File: src/hdl/lfs_defines.svh
// constants of the led driver fault status register bank
`ifndef LFS_DEFINES_SVH
`define LFS_DEFINES_SVH

// ****************************************************************
// register indices and byte addresses
// ****************************************************************
`define LFS_ADDR_W 12
`define LFS_IRQ_EN_IDX 8'h0c
`define LFS_BOOST_IDX 8'h10
`define LFS_STRING_IDX 8'h12
`define LFS_IRQ_EN_ADDR {2'b00, `LFS_IRQ_EN_IDX, 2'b00}
`define LFS_BOOST_ADDR {2'b00, `LFS_BOOST_IDX, 2'b00}
`define LFS_STRING_ADDR {2'b00, `LFS_STRING_IDX, 2'b00}

// ****************************************************************
// field layout
// ****************************************************************
`define LFS_REG_W 16
`define LFS_BOOST_PAIRS 8
`define LFS_TIMEOUT_FLAG_BIT 14
`define LFS_TIMEOUT_ACK_BIT 13
`define LFS_BADCFG_FLAG_BIT 12
`define LFS_BADCFG_ACK_BIT 11
`define LFS_SUMMARY_FLAG_BIT 10
`define LFS_SUMMARY_ACK_BIT 9
`define LFS_GND_SHORT_BIT 8
`define LFS_INT_SHORT_BIT 7
`define LFS_OPEN_BIT 6
`define LFS_CHAN_LO_BIT 0
`define LFS_CHANNELS 4
`define LFS_EN_FIELDS 4
`define LFS_EN_SUMMARY 0
`define LFS_EN_BADCFG 1
`define LFS_EN_TIMEOUT 2
`define LFS_EN_GLOBAL 3

// ****************************************************************
// enable field codes and reset values
// ****************************************************************
`define LFS_EN_WR_OFF 2'h1
`define LFS_EN_WR_ON 2'h3
`define LFS_EN_RD_OFF 2'h0
`define LFS_EN_RD_ON 2'h2
`define LFS_EN_RESET 1'b1
`define LFS_FLAG_RESET 1'b0
`define LFS_RDATA_RESET 32'h0000_0000

`endif

File: src/hdl/lfs_pkg.sv
// types shared by the fault status register bank
package lfs_pkg;

  // ****************************************************************
  // apb carriers
  // ****************************************************************
  typedef struct packed {
    logic psel;
    logic penable;
    logic pwrite;
    logic [11:0] paddr;
    logic [31:0] pwdata;
    logic [3:0] pstrb;
  } lfs_apb_req_s;

  typedef struct packed {
    logic pready;
    logic [31:0] prdata;
    logic pslverr;
  } lfs_apb_rsp_s;

  // ****************************************************************
  // fault detector inputs of the string side
  // ****************************************************************
  typedef struct packed {
    logic bus_timeout;
    logic bad_string_cfg;
    logic ground_short;
    logic internal_short;
    logic open;
    logic [3:0] channel;
  } lfs_string_det_s;

  // ****************************************************************
  // module state
  // ****************************************************************
  typedef struct packed {
    logic flag;
  } lfs_cell_s;

  typedef struct packed {
    logic [3:0] irq_en;
    logic [31:0] rdata;
    logic irq;
  } lfs_bank_s;

endpackage

File: src/hdl/lfs_fault_regs.sv
// led driver fault status registers behind an apb slave
//
// What this block does
// (RULE1) clear needs status and clear bits written together
// (RULE2) thermal trip flag bit 15, ack 14
// (RULE3) current resistor short flag bit 13, ack 12
// (RULE4) string resistor missing bit 11, ack 10
// (RULE5) mode resistor missing bit 9, ack 8
// (RULE6) freq resistor missing bit 7, ack 6
// (RULE7) boost overcurrent bit 5, ack 4
// (RULE8) boost overvolt high bit 3, ack 2
// (RULE9) boost overvolt low bit 1, ack 0
// (RULE10) serial bus timeout bit 14, ack 13
// (RULE11) bad string config bit 12, ack 11
// (RULE12) summary string fault bit 10, ack 9
// (RULE13) read-only ground short detail at bit 8
// (RULE14) internal short detail bit 7, cleared with summary
// (RULE15) open detail bit 6, cleared with summary
// (RULE16) host writes zero to reserved bits 5,4
// (RULE17) channel faults bits 3..0, channel four top
// (RULE18) offsets 10h and 12h, all fields reset zero; channel bits 3..0 are not reset, they follow the detectors
// (RULE19) enable fields read 0h/2h, written 1h/3h
// (RULE20) flags stay until cleared; interrupt while enabled
// (RULE21) half writes or re-detection leave flag set
//
// The APB register port was chosen for this implementation.
`timescale 1ns/1ns
`default_nettype none
`include "lfs_defines.svh"

module lfs_fault_regs (
  input wire logic SYS_CLK,                     // 10 mhz clock
  input wire logic RST_N,                       // async reset, active low
  input wire lfs_pkg::lfs_apb_req_s APB_REQ,    // apb request from host
  output lfs_pkg::lfs_apb_rsp_s APB_RSP,        // apb answer
  input wire logic [7:0] BOOST_DET,             // boost detectors, bit i -> pair i
  input wire lfs_pkg::lfs_string_det_s STR_DET, // string detectors
  output logic FAULT_IRQ_N                      // interrupt pin, active low
);
  import lfs_pkg::*;

  // ****************************************************************
  // state
  // ****************************************************************
  lfs_bank_s state_reg;
  lfs_bank_s state_next;

  logic [7:0] boost_flag;
  logic [7:0] boost_clear;
  logic [7:0] boost_status_wr;
  logic [7:0] boost_ack_wr;
  logic timeout_flag;
  logic badcfg_flag;
  logic summary_flag;
  logic gnd_flag;
  logic short_flag;
  logic open_flag;
  logic timeout_clear;
  logic badcfg_clear;
  logic summary_clear;
  logic summary_det;

  // ****************************************************************
  // apb decode
  // ****************************************************************
  logic setup_phase;
  logic access_phase;
  logic wr_en;
  logic hit_boost;
  logic hit_string;
  logic hit_irq_en;
  logic hit_any;
  logic [15:0] wd;
  logic wr_boost;
  logic wr_string;
  logic wr_irq_en;

  assign setup_phase = APB_REQ.psel & ~APB_REQ.penable;
  assign access_phase = APB_REQ.psel & APB_REQ.penable;
  assign hit_boost = (APB_REQ.paddr == `LFS_BOOST_ADDR);  // [RULE18]
  assign hit_string = (APB_REQ.paddr == `LFS_STRING_ADDR);  // [RULE18]
  assign hit_irq_en = (APB_REQ.paddr == `LFS_IRQ_EN_ADDR);
  assign hit_any = hit_boost | hit_string | hit_irq_en;
  assign wr_en = access_phase & APB_REQ.pwrite & hit_any;
  // one write strobe per register; a miss writes nothing
  assign wr_boost = wr_en & hit_boost;
  assign wr_string = wr_en & hit_string;
  assign wr_irq_en = wr_en & hit_irq_en;

  // a byte lane left out by pstrb cannot form a status/clear pair
  assign wd = APB_REQ.pwdata[15:0] & {{8{APB_REQ.pstrb[1]}}, {8{APB_REQ.pstrb[0]}}};

  // ****************************************************************
  // boost flags
  // ****************************************************************
  genvar gi;
  generate
    for (gi = 0; gi < `LFS_BOOST_PAIRS; gi = gi + 1) begin : g_boost
      // flag at odd bit, its ack just below it
      assign boost_status_wr[gi] = wd[2*gi+1];  // [RULE2] [RULE3] [RULE4] [RULE5]
      assign boost_ack_wr[gi] = wd[2*gi];  // [RULE6] [RULE7] [RULE8] [RULE9]
      assign boost_clear[gi] = wr_boost & boost_status_wr[gi] & boost_ack_wr[gi];  // [RULE1]
      lfs_flag_cell u_cell (
        .sys_clk(SYS_CLK),
        .rst_n(RST_N),
        .detect(BOOST_DET[gi]),
        .clear(boost_clear[gi]),
        .flag(boost_flag[gi])
      );
    end
  endgenerate

  // ****************************************************************
  // string flags
  // ****************************************************************
  assign timeout_clear = wr_string & wd[`LFS_TIMEOUT_FLAG_BIT]
                         & wd[`LFS_TIMEOUT_ACK_BIT];  // [RULE1] [RULE10]
  assign badcfg_clear = wr_string & wd[`LFS_BADCFG_FLAG_BIT]
                        & wd[`LFS_BADCFG_ACK_BIT];  // [RULE1] [RULE11]
  assign summary_clear = wr_string & wd[`LFS_SUMMARY_FLAG_BIT]
                         & wd[`LFS_SUMMARY_ACK_BIT];  // [RULE1] [RULE12]
  assign summary_det = STR_DET.open | STR_DET.internal_short | STR_DET.ground_short;  // [RULE12]

  lfs_flag_cell u_timeout (
    .sys_clk(SYS_CLK),
    .rst_n(RST_N),
    .detect(STR_DET.bus_timeout),
    .clear(timeout_clear),
    .flag(timeout_flag)
  );

  lfs_flag_cell u_badcfg (
    .sys_clk(SYS_CLK),
    .rst_n(RST_N),
    .detect(STR_DET.bad_string_cfg),
    .clear(badcfg_clear),
    .flag(badcfg_flag)
  );

  lfs_flag_cell u_summary (
    .sys_clk(SYS_CLK),
    .rst_n(RST_N),
    .detect(summary_det),
    .clear(summary_clear),
    .flag(summary_flag)
  );

  // details have no ack of their own; they ride on the summary clear
  lfs_flag_cell u_gnd (
    .sys_clk(SYS_CLK),
    .rst_n(RST_N),
    .detect(STR_DET.ground_short),
    .clear(summary_clear),  // [RULE13]
    .flag(gnd_flag)
  );

  lfs_flag_cell u_short (
    .sys_clk(SYS_CLK),
    .rst_n(RST_N),
    .detect(STR_DET.internal_short),
    .clear(summary_clear),  // [RULE14]
    .flag(short_flag)
  );

  lfs_flag_cell u_open (
    .sys_clk(SYS_CLK),
    .rst_n(RST_N),
    .detect(STR_DET.open),
    .clear(summary_clear),  // [RULE15]
    .flag(open_flag)
  );

  // ****************************************************************
  // read images
  // ****************************************************************
  logic [15:0] boost_image;
  logic [15:0] string_image;
  logic [15:0] irq_en_image;

  always_comb begin
    boost_image = 16'h0000;
    for (int i = 0; i < `LFS_BOOST_PAIRS; i++) begin
      // ack bits hold no state and read back as zero
      boost_image[2*i+1] = boost_flag[i];  // [RULE2] [RULE9]
    end
  end

  always_comb begin
    string_image = 16'h0000;
    string_image[`LFS_TIMEOUT_FLAG_BIT] = timeout_flag;  // [RULE10]
    string_image[`LFS_BADCFG_FLAG_BIT] = badcfg_flag;  // [RULE11]
    string_image[`LFS_SUMMARY_FLAG_BIT] = summary_flag;  // [RULE12]
    string_image[`LFS_GND_SHORT_BIT] = gnd_flag;  // [RULE13]
    string_image[`LFS_INT_SHORT_BIT] = short_flag;  // [RULE14]
    string_image[`LFS_OPEN_BIT] = open_flag;  // [RULE15]
    // reserved 5:4 read zero; host writes to them are dropped
    string_image[`LFS_CHAN_LO_BIT +: `LFS_CHANNELS] = STR_DET.channel;  // [RULE17]
  end

  always_comb begin
    irq_en_image = 16'h0000;
    for (int i = 0; i < `LFS_EN_FIELDS; i++) begin
      irq_en_image[2*i +: 2] = state_reg.irq_en[i] ? `LFS_EN_RD_ON : `LFS_EN_RD_OFF;  // [RULE19]
    end
  end

  // ****************************************************************
  // enable field writes
  // ****************************************************************
  logic [3:0] en_set;
  logic [3:0] en_clr;

  // only the two documented codes act; 0h and 2h leave a field alone
  always_comb begin
    en_set = 4'h0;
    en_clr = 4'h0;
    for (int i = 0; i < `LFS_EN_FIELDS; i++) begin
      en_set[i] = wr_irq_en & (wd[2*i +: 2] == `LFS_EN_WR_ON);  // [RULE19]
      en_clr[i] = wr_irq_en & (wd[2*i +: 2] == `LFS_EN_WR_OFF);  // [RULE19]
    end
  end

  // ****************************************************************
  // read select
  // ****************************************************************
  logic [2:0] rd_sel;
  logic [15:0] rd_image;

  assign rd_sel = {hit_irq_en, hit_string, hit_boost};

  // addresses are distinct, so at most one hit is high
  always_comb begin
    rd_image = 16'h0000;
    unique case (rd_sel)
      3'b000: begin
        rd_image = 16'h0000;
      end
      3'b001: begin
        rd_image = boost_image;
      end
      3'b010: begin
        rd_image = string_image;
      end
      3'b100: begin
        rd_image = irq_en_image;
      end
    endcase
  end

  // ****************************************************************
  // interrupt sources
  // ****************************************************************
  logic boost_src;
  logic timeout_src;
  logic badcfg_src;
  logic summary_src;
  logic any_fault;

  // boost flags have no field of their own; only the global enable gates them
  assign boost_src = |boost_flag;  // [RULE20]
  assign timeout_src = timeout_flag & state_reg.irq_en[`LFS_EN_TIMEOUT];  // [RULE20]
  assign badcfg_src = badcfg_flag & state_reg.irq_en[`LFS_EN_BADCFG];  // [RULE20]
  assign summary_src = summary_flag & state_reg.irq_en[`LFS_EN_SUMMARY];  // [RULE20]
  // the pin is registered so a decode glitch never reaches it
  assign any_fault = boost_src | timeout_src | badcfg_src | summary_src;

  // ****************************************************************
  // next state
  // ****************************************************************

  always_comb begin
    state_next = state_reg;
    state_next.irq_en = (state_reg.irq_en | en_set) & ~en_clr;  // [RULE19]
    // read data is captured in setup so it stands during access
    if (setup_phase) begin
      state_next.rdata = {16'h0000, rd_image};
    end
    state_next.irq = state_reg.irq_en[`LFS_EN_GLOBAL] & any_fault;  // [RULE20]
  end

  always_ff @(posedge SYS_CLK or negedge RST_N) begin
    if (!RST_N) begin
      state_reg.irq_en <= {`LFS_EN_FIELDS{`LFS_EN_RESET}};
      state_reg.rdata <= `LFS_RDATA_RESET;
      state_reg.irq <= `LFS_FLAG_RESET;
    end else begin
      state_reg <= state_next;
    end
  end

  // ****************************************************************
  // outputs
  // ****************************************************************
  // zero wait states: every access completes in its first access cycle
  // one assignment drives the whole answer struct
  assign APB_RSP = '{
    pready: 1'b1,
    prdata: state_reg.rdata,
    pslverr: access_phase & ~hit_any
  };
  assign FAULT_IRQ_N = ~state_reg.irq;

endmodule // lfs_fault_regs

`default_nettype wire

File: src/hdl/lfs_flag_cell.sv
// one latched fault flag with its paired clear
`timescale 1ns/1ns
`default_nettype none
`include "lfs_defines.svh"

module lfs_flag_cell (
  input wire logic sys_clk,  // bank clock
  input wire logic rst_n,    // async reset, active low
  input wire logic detect,   // fault seen this cycle
  input wire logic clear,    // paired clear strobe
  output logic flag          // latched fault
);
  import lfs_pkg::*;

  lfs_cell_s state_reg;
  lfs_cell_s state_next;

  // a fresh detection beats the clear so no event is lost
  always_comb begin
    state_next = state_reg;
    state_next.flag = detect | (state_reg.flag & ~clear);  // [RULE20] [RULE21]
  end

  always_ff @(posedge sys_clk or negedge rst_n) begin
    if (!rst_n) begin
      state_reg.flag <= `LFS_FLAG_RESET;  // [RULE18]
    end else begin
      state_reg <= state_next;
    end
  end

  assign flag = state_reg.flag;

endmodule // lfs_flag_cell

`default_nettype wire

File: config.mk
export PLATFORM = sky130hd
export DESIGN_NAME = lfs_fault_regs
export DESIGN_NICKNAME = d
export VERILOG_FILES = /design/src/hdl/lfs_pkg.sv /design/src/hdl/lfs_fault_regs.sv /design/src/hdl/lfs_flag_cell.sv
export VERILOG_INCLUDE_DIRS = /design/src /design/src/hdl
export SDC_FILE = /design/constraint.sdc
export NUM_CORES = 1
export LEC_CHECK = 0
export BUFFER_PORTS_ARGS = -buffer_cell sky130_fd_sc_hd__buf_2
export CORE_UTILIZATION = 39
export CTS_CLUSTER_SIZE = 30
export DETAILED_ROUTE_END_ITERATION = 6
export HOLD_SLACK_MARGIN = 0.03
export MAX_ROUTING_LAYER = met4
export PLACE_DENSITY = 0.86
export SLEW_MARGIN = 20
export SYNTH_ARGS = -nofsm -noshare
export SYNTH_HDL_FRONTEND = slang
export SYNTH_SLANG_ARGS = --single-unit
File: constraint.sdc
create_clock -name SYS_CLK -period 2.7 [get_ports SYS_CLK]
set_input_delay 0.81 -clock SYS_CLK [delete_from_list [all_inputs] [get_ports SYS_CLK]]
set_output_delay 0.81 -clock SYS_CLK [all_outputs]
set_load 0.02 [all_outputs]
=== After elaboration in Yosys (flattened, before gate mapping) ===
Index checks and enable logic that the tools add are counted.

* Equality and inequality tests: 14
* Muxes and demuxes: 5
* Bitwise operators: 95
* Reductions and logical operators: 2

{| class="wikitable"
|+ Operator list
! cell !! count
|-
| $pmux W16 S4 || 1
|-
| $and A1 B1 Y1 || 56
|-
| $eq A12 B7 Y1 const B || 2
|-
| $or A1 B1 Y1 || 21
|-
| $and A16 B16 Y16 || 1
|-
| $not A1 Y1 || 14
|-
| $eq A12 B6 Y1 const B || 1
|-
| $eq A2 B1 Y1 const B || 4
|-
| $eq A2 B2 Y1 const B || 4
|-
| $mux W2 || 4
|-
| $reduce_or A8 Y1 || 1
|-
| $and A4 B4 Y4 || 1
|-
| $not A4 Y4 || 1
|-
| $or A4 B4 Y4 || 1
|-
| $eq A3 B1 Y1 const B || 1
|-
| $eq A3 B2 Y1 const B || 1
|-
| $eq A3 B3 Y1 const B || 1
|-
| $logic_not A3 Y1 || 1
|}

* Register bits after elaboration: 35
* Input bits: 70

=== Longest topological paths before layout ===
Gate-level depths: netlist (run 1).

* Depth after elaboration: 10
* Mapped depth: 5
* Gate-level depth less buffers: 4

=== Cells and area by module ===
A second synthesis (run 1) with hierarchy kept.

* Cell total of the unflattened synthesis: 177
* Area total of the unflattened synthesis: 1920.6 µm²

{| class="wikitable"
|+ Modules (own cells, without submodules)
! module !! times used !! cells each !! area each (µm²) !! sequential area each (µm²)
|-
| lfs_fault_regs || 1 || 135 || 1412.6 || 505.5
|-
| lfs_flag_cell || 14 || 3 || 36.3 || 25.0
|}

=== Least setup slack after synthesis (run 1) ===
OpenSTA, ideal clock, no wires.

* Kind: in2out
* Start: input port APB_REQ[39] in the netlist's numbering
* End: output port APB_RSP[0] in the netlist's numbering
* Arrival time: 1.981 ns
* Setup slack: -0.091 ns
* Stages: 5
* Cell sequence: clkdlybuf4s15_2 > nor4_1 > nand2_1 > a21oi_1 > nor2_1

{| class="wikitable"
|+ RTL lines
! item !! line !! RTL
|-
| start, declared || lfs_fault_regs.sv:34 || <nowiki>input wire lfs_pkg::lfs_apb_req_s APB_REQ,</nowiki>
|-
| end, declared || lfs_fault_regs.sv:35 || <nowiki>output lfs_pkg::lfs_apb_rsp_s APB_RSP,</nowiki>
|}

=== Worst setup path after layout (run 1) ===
* Start: input port APB_REQ[43] in the netlist's numbering
* End: register state_reg (netlist bit APB_RSP[6])

* Cells in the longest elaborated chain, start to end: 3
* Elaborated cells on any way between the ends: 8
* Classes of those cells: eq/ne: 6; mux: 1; reduce/logical: 1

{| class="wikitable"
|+ RTL lines
! item !! line !! RTL
|-
| $eq A12 B7 Y1 (no line) or $eq A12 B6 Y1 (tied branches) || - ||
|-
| $eq A3 B3 Y1 (tied with other cells) || lfs_fault_regs.sv:234 || <nowiki>unique case (rd_sel)</nowiki>
|-
| $pmux W16 S4 * || lfs_fault_regs.sv:234 ||
|-
| end signal, assigned || lfs_fault_regs.sv:287 || <nowiki>state_reg <= state_next;</nowiki>
|-
| end, declared || lfs_fault_regs.sv:45 || <nowiki>lfs_bank_s state_reg;</nowiki>
|}

Every way passes the cells marked *; elsewhere a longest branch is shown, timed or not.
A chain may end at the register's enable or synchronous reset.

==> impl_summary.log, run 1 <==
INFO  metric run_status = finished with violations
INFO  metric failing_checks = negative setup slack
INFO  metric postSynthRegisterBits = 34
INFO  metric slowest_delay = 380 ps
INFO  metric critical_path.max_fanout = 2
INFO  metric crit_path_class = in -> reg
INFO  metric synth-async-reset-ratio = 1.00
INFO  metric rsz_0062_raised_after_global_routing = true
INFO  metric netlist_instances = 172
INFO  metric end_kind = register
INFO  metric tritoncts = built
INFO  metric drt_pre_antenna_iters = 4
INFO  metric post_synth_num_cell_types = 38
INFO  metric critPathArrivalTime = 3060 ps
INFO  metric grt_overflow = 0
INFO  metric row_count = 24
INFO  metric starting_density = 0.413
INFO  metric worst_r2r_startpoint = state_reg[35]
INFO  metric post_drt_via_cell_ratio = 5.10
INFO  metric nets = 320
INFO  metric p_per_area = 501 mW/mm^2
INFO  metric clk_transition_reported_paths = 70 ps
INFO  metric met2_wire_length = 2.24 mm
INFO  metric post_synth_instance_area = 0.00182 mm^2
INFO  metric synthTopCellsByArea = sky130_fd_sc_hd__dfrtp_1 (41%), sky130_fd_sc_hd__buf_4 (14%), sky130_fd_sc_hd__dfstp_2 (5.8%)
INFO  metric grt_antenna_before_repair = 0
INFO  metric timing.max_slew.rel_slack = 0.518
INFO  metric final_min_period_over_clock_period = 1.05
INFO  metric cts_max_level = 2
INFO  metric worst_hold_path_type = reg -> reg
INFO  metric core_area = 0.00441 mm^2
INFO  metric yosysWarningCount = 0
INFO  metric cts_root_buf = sky130_fd_sc_hd__clkbuf_8
INFO  metric place_hpwl = 3.34 mm
INFO  metric buffer_ports.inserted = 68
INFO  metric synth.avg_cell_area = 10.6 um^2
INFO  metric setup.worst_path.start_class = input port
INFO  metric post-synth-top-area-cell = sky130_fd_sc_hd__dfrtp_1
INFO  metric syn_to_final_growth = 30.2%
INFO  metric grt_pass1_wl = 7.32 mm
INFO  metric gp_congestion = 0.897
INFO  metric grt_start_max_net_pins = 35
INFO  metric rr_worst_depth = 3
INFO  metric dieArea = 0.00495 mm^2
INFO  metric power.static_leakage = 1.12 nW
INFO  metric worstSetupPathDepth = 17
INFO  metric insertedDiodeCount = 0
INFO  metric grt_pass1_vias = 1,491
INFO  metric buffers_inverters_on_critical_path = 13
INFO  metric dr_total_vias = 1,545
INFO  metric chipWidth = 70.3 um
INFO  metric wl = 4.48 mm
INFO  metric hold_viol = 0
INFO  metric tightest_slew = 723 ps
INFO  metric final-setup-viol-count = 2
INFO  metric largest_register_ff_count = 15
INFO  metric worst_setup_path_endpoint = APB_RSP[6]
INFO  metric m1WireLength = 1.86 mm
INFO  metric met3_length = 304 um
INFO  metric io_pins = 105
INFO  metric fin_setup_tns = -235 ps
INFO  metric required_time_at_the_worst_slack_endpoint = 2930 ps
INFO  metric clk-insertion-delay-late = 290 ps
INFO  metric finalMaxSlewViolations = 0
INFO  metric timing.critical_path.mode_cell = sky130_fd_sc_hd__buf_4
INFO  metric crit_path_cell_trace = buf_6 -> or3_4 -> or3_4 -> a21oi_4 -> buf_4 -> buf_4 -> buf_4 -> buf_4 -> buf_4 -> buf_4 -> buf_4 -> buf_4 -> buf_4 -> buf_4 -> buf_4 -> buf_4 -> a22o_1
INFO  metric cts.sinks = 34
INFO  metric hold-worst-slack = 492 ps
INFO  metric seq_area_frac_synth = 0.470
INFO  metric fillCellCount = 391
INFO  metric drcViolationCount = 0
INFO  metric clockBufferDepth = 2
INFO  metric timing.clock.skew = 6.51 ps
INFO  metric number_of_enable_flip_flop_cells_after_synthesis = 0
INFO  metric die_height = 70.3 um
INFO  metric rr_endpoint = APB_RSP[6]
INFO  metric ir_drop = 0.000207 V
INFO  metric worst_path_dominant_cell_family = buffers and inverters
INFO  metric route.detailed.wl_per_inst = 14.8 um
INFO  metric cts_inserted_buffers = 5
INFO  metric period_minus_slack = 2820 ps
INFO  metric drt_iter0_drc = 84
INFO  metric netlist.area_leader.share = 0.412
INFO  metric route.top_layer_used = met4
INFO  metric grt_use_total = 0.199
INFO  metric r2r_slack = 1580 ps
INFO  metric final.setup.worst_slack = -124 ps
INFO  metric max_cap_viol_count = 0
INFO  metric startpoint = APB_REQ[43]
INFO  metric layout_commonest_cell = sky130_fd_sc_hd__buf_2
INFO  metric crit_slowest_cell = sky130_fd_sc_hd__or3_4
INFO  metric max_clock_freq = 0.354 GHz
INFO  metric dominantRegCellSynth = sky130_fd_sc_hd__dfrtp_1
INFO  metric holdBufCountCts = 0
INFO  metric final_layout_size_suffix_gt1_frac = 0.474
INFO  metric remaining_antenna_violation_count = 0
INFO  metric final_cell_mix = sky130_fd_sc_hd__buf_2 (65), sky130_fd_sc_hd__dfrtp_1 (30), sky130_fd_sc_hd__buf_4 (25)
==> how the worst min path moves through the flow <==
stage,from,end,depth (start not counted)
5_1_grt,u_short.flag,u_short.flag,1
2_1_floorplan,u_short.flag,u_short.flag,1
3_5_place_dp,u_gnd.flag,u_gnd.flag,1
6_report,u_gnd.flag,u_gnd.flag,1
4_1_cts,u_gnd.flag,u_gnd.flag,1
3_3_place_gp,u_gnd.flag,u_gnd.flag,1
==> area by class of cell <==
| cell class | count | area (um^2) | share of cell area |
|---|---|---|---|
| Sequential cell | 34 | 856 | 0.361 |
| Multi-Input combinational cell | 114 | 766 | 0.323 |
| Timing Repair Buffer | 92 | 536 | 0.226 |
| Clock buffer | 5 | 68.8 | 0.0290 |
| Clock inverter | 3 | 68.8 | 0.0290 |
| Tap cell | 52 | 65.1 | 0.0274 |
| Inverter | 3 | 11.3 | 0.00475 |
==> stage by stage <==
step | total power [mW] | instances | utilization | setup slack [ps] | instance area, um^2
6_report | 1.19 | 303 | 0.537 | -124 | 2370
5_1_grt | 1.23 | 303 | 0.537 | -160 | 2370
4_1_cts | 1.20 | 303 | 0.532 | -101 | 2350
3_5_place_dp | 0.629 | 284 | 0.480 | -259 | 2120
3_3_place_gp | 0.628 | 284 | 0.480 | -255 | 2120
2_1_floorplan | 0.587 | 188 | - | -0.764 | 1890
==> synth_stat cells, types with 2 or more instances <==
library cell               instances
sky130_fd_sc_hd__a221o_1           3
sky130_fd_sc_hd__buf_4            33
sky130_fd_sc_hd__nand3_1          10
sky130_fd_sc_hd__nor3b_1           2
sky130_fd_sc_hd__nor2_1            2
sky130_fd_sc_hd__conb_1            2
sky130_fd_sc_hd__nand2b_1          9
sky130_fd_sc_hd__a22o_1           12
sky130_fd_sc_hd__or4_4             2
sky130_fd_sc_hd__nor4_1            3
sky130_fd_sc_hd__clkbuf_1          2
sky130_fd_sc_hd__o21ai_0           8
sky130_fd_sc_hd__inv_1             3
sky130_fd_sc_hd__dfrtp_1          30
sky130_fd_sc_hd__mux2_2            4
sky130_fd_sc_hd__mux2i_1           3
sky130_fd_sc_hd__a21o_2            3
sky130_fd_sc_hd__nand2_1           8
sky130_fd_sc_hd__o32a_1            2
sky130_fd_sc_hd__dfstp_2           4
sky130_fd_sc_hd__nand4b_1          2
sky130_fd_sc_hd__nor3_1            9
==> worst reg2reg max path, delay by kind of cell (launching register included) <==
kind            cells  cell delay [ps]
flops               1              560
simple gates        1              250
compound gates      2              250
==> power breakdown <==
group	total, mW	leakage (nW)	internal [mW]	switching, mW
Clock	0.564	0.0683	0.370	0.194
Sequential	0.510	0.387	0.509	0.0000751
Combinational	0.113	0.664	0.0448	0.0686
==> logic make-up after synthesis <==
| group | synth area share |
|---|---|
| AOI/OAI and AO/OA | 0.144 |
| buffers and inverters | 0.155 |
| DFF | 0.470 |
| muxes | 0.0412 |
| other | 0.00412 |
| and+or+nand+nor | 0.187 |
==> metal layers <==
metal	vias up	global-route usage
met5	-	-
met4	0	0.0733
met3	8	0.0548
met2	63	0.320
met1	738	0.238
li1	736	-
==> what timing repair did <==
item | 4_1_cts | 5_1_grt
setup buffers | 11 | 0
gates resized for setup | 2 | 4
endpoints found under the hold margin | 0 | 0
pin swaps | 0 | 0
endpoints found under the setup margin | 1 | 2
(Power assumes the default switching activity.)
==> run 2, diff against run 1 <==
- CORE_UTILIZATION: 39 -> 25
- PLACE_DENSITY: 0.86 -> 0.63
- SLEW_MARGIN: 20 -> 10
==> impl_summary.log, run 2 (synthesis results as in run 1) <==
INFO  metric buffer_ports.inserted = 68
INFO  metric setup.worst_path.start_class = input port
INFO  metric critPathArrivalTime = 1970 ps
INFO  metric rr_endpoint = APB_RSP[6]
INFO  metric drcViolationCount = 0
INFO  metric cts_inserted_buffers = 5
INFO  metric worst_r2r_startpoint = state_reg[35]
INFO  metric failing_checks = negative setup slack
INFO  metric drt_pre_antenna_iters = 4
INFO  metric crit_path_class = in -> out
INFO  metric post_drt_via_cell_ratio = 4.36
INFO  metric end_kind = output port
INFO  metric fillCellCount = 742
INFO  metric row_count = 30
INFO  metric p_per_area = 440 mW/mm^2
INFO  metric r2r_slack = 1580 ps
INFO  metric clk-insertion-delay-late = 290 ps
INFO  metric clk_transition_reported_paths = 70 ps
INFO  metric cts.sinks = 34
INFO  metric crit_path_cell_trace = buf_2 -> or3_4 -> or3_4 -> a21oi_4 -> nor2_1 -> buf_2
INFO  metric dpl-instance-area = 0.00218 mm^2
INFO  metric startpoint = APB_REQ[43]
INFO  metric die_height = 87.4 um
INFO  metric timing.clock.skew = 8.94 ps
INFO  metric worst_setup_path_endpoint = APB_RSP[0]
INFO  metric rr_worst_depth = 3
INFO  metric grt_use_total = 0.128
INFO  metric routing_usage_on_met1 = 0.144
INFO  metric drt_iter0_drc = 43
INFO  metric max_clock_freq = 0.359 GHz
INFO  metric internal_power = 758 uW
INFO  metric route.detailed.wl_per_inst = 13.3 um
INFO  metric hold-worst-slack = 497 ps
INFO  metric io_pins = 105
INFO  metric remaining_antenna_violation_count = 0
INFO  metric globalRoute.busiestLayer = met2
INFO  metric crit_slowest_cell = sky130_fd_sc_hd__or3_4
INFO  metric final_cell_mix = sky130_fd_sc_hd__buf_2 (68), sky130_fd_sc_hd__dfrtp_1 (30), sky130_fd_sc_hd__conb_1 (18)
INFO  metric place_hpwl = 3.61 mm
INFO  metric critical_path.max_fanout = 2
INFO  metric holdBufCountCts = 0
INFO  metric starting_density = 0.264
INFO  metric slowest_delay = 380 ps
INFO  metric grt_pass1_wl = 7.04 mm
INFO  metric finalMaxSlewViolations = 0
INFO  metric cts_max_level = 2
INFO  metric worst_hold_path_type = reg -> reg
INFO  metric worst_path_dominant_cell_family = simple AND/OR/NAND/NOR gates
INFO  metric cts_root_buf = sky130_fd_sc_hd__clkbuf_8
INFO  metric stdcell_area = 0.00229 mm^2
INFO  metric rsz_0062_raised_after_global_routing = true
INFO  metric power.static_leakage = 1.04 nW
INFO  metric gp_congestion = 0.789
INFO  metric post_cts_buffers = 0
INFO  metric grt_start_max_net_pins = 35
INFO  metric hold_viol = 0
INFO  metric power.clock.fraction = 0.383
INFO  metric final_layout_size_suffix_gt1_frac = 0.452
INFO  metric insertedDiodeCount = 0
INFO  metric layout_commonest_cell = sky130_fd_sc_hd__buf_2
INFO  metric grt_use_met3 = 0.0322
INFO  metric run_status = finished with violations
INFO  metric final_min_period_over_clock_period = 1.03
INFO  metric global_route_track_usage_on_met2 = 0.214
INFO  metric ir_drop = 0.000148 V
INFO  metric worstSetupPathDepth = 6
INFO  metric chipWidth = 87.4 um
INFO  metric dr_total_vias = 1,470
INFO  metric switching_power_total = 252 uW
INFO  metric required_time_at_the_worst_slack_endpoint = 1890 ps
INFO  metric period_minus_slack = 2780 ps
INFO  metric max_cap_viol_count = 0
INFO  metric seqPwrFrac = 0.505
INFO  metric tritoncts = built
INFO  metric wl = 4.48 mm
INFO  metric switching_share = 0.250
INFO  metric final-setup-viol-count = 1
INFO  metric clockBufferDepth = 2
INFO  metric final.setup.worst_slack = -82.9 ps
INFO  metric largest_register_ff_count = 15
INFO  metric timing.max_slew.rel_slack = 0.508
INFO  metric dieArea = 0.00763 mm^2
INFO  metric core_area = 0.00691 mm^2
INFO  metric grt_overflow = 0
INFO  metric buffers_inverters_on_critical_path = 2
INFO  metric grt_antenna_before_repair = 0
INFO  metric grt_pass1_vias = 1,458
INFO  metric tightest_slew = 737 ps
INFO  metric combinationalPowerShare = 0.112
INFO  metric syn_to_final_growth = 25.9%
INFO  metric nets = 310
==> run 2: layout make-up <==
cell class | instances | area (um^2) | area share
Inverter | 3 | 11.3 | 0.00491
Timing Repair Buffer | 82 | 445 | 0.194
Multi-Input combinational cell | 114 | 766 | 0.334
Clock inverter | 2 | 12.5 | 0.00546
Clock buffer | 6 | 82.6 | 0.0360
Tap cell | 96 | 120 | 0.0524
Sequential cell | 34 | 856 | 0.373
==> run 2: routing by layer <==
| layer | part of all wire | vias up | routed length (um) |
|---|---|---|---|
| li1 | - | 721 | - |
| met1 | 0.40 | 697 | 1800 |
| met2 | 0.52 | 44 | 2340 |
| met3 | 0.051 | 8 | 228 |
| met4 | 0.022 | 0 | 99 |
| met5 | 0 | - | 0 |
==> run 2: through the flow <==
step	TNS, ps	cells	power, mW	worst slack [ps]	util
after floorplan	-0.764	188	0.587	-0.764	-
after global placement	-850	329	0.631	-250	0.316
after detailed placement	-924	329	0.632	-231	0.316
after CTS	-86.1	337	1.02	-86.1	0.331
after global routing	-117	337	1.06	-117	0.332
final	-82.9	337	1.01	-82.9	0.332
==> run 2: worst min path at each step <==
stage                       startpoint            to  slack [ps]  cells past startpoint
after global placement      u_gnd.flag    u_gnd.flag         480                      1
final                      u_open.flag   u_open.flag         500                      1
after detailed placement   u_open.flag   u_open.flag         480                      1
after global routing       u_open.flag   u_open.flag         510                      1
after CTS                  u_open.flag   u_open.flag         500                      1
after floorplan           u_short.flag  u_short.flag         460                      1
==> run 2: repair_timing <==
item                       CTS  global route
setup endpoints to repair    1             1
pin swaps                    0             0
gates resized for setup      2             1
==> run 2: power by group through the flow <==
stage	logic (mW)	clock network, mW	registers (mW)
final	0.113	0.387	0.510
after floorplan	0.0673	0	0.519
after global placement	0.112	0	0.519
after detailed placement	0.113	0	0.519
after global routing	0.126	0.421	0.509
after CTS	0.114	0.399	0.510
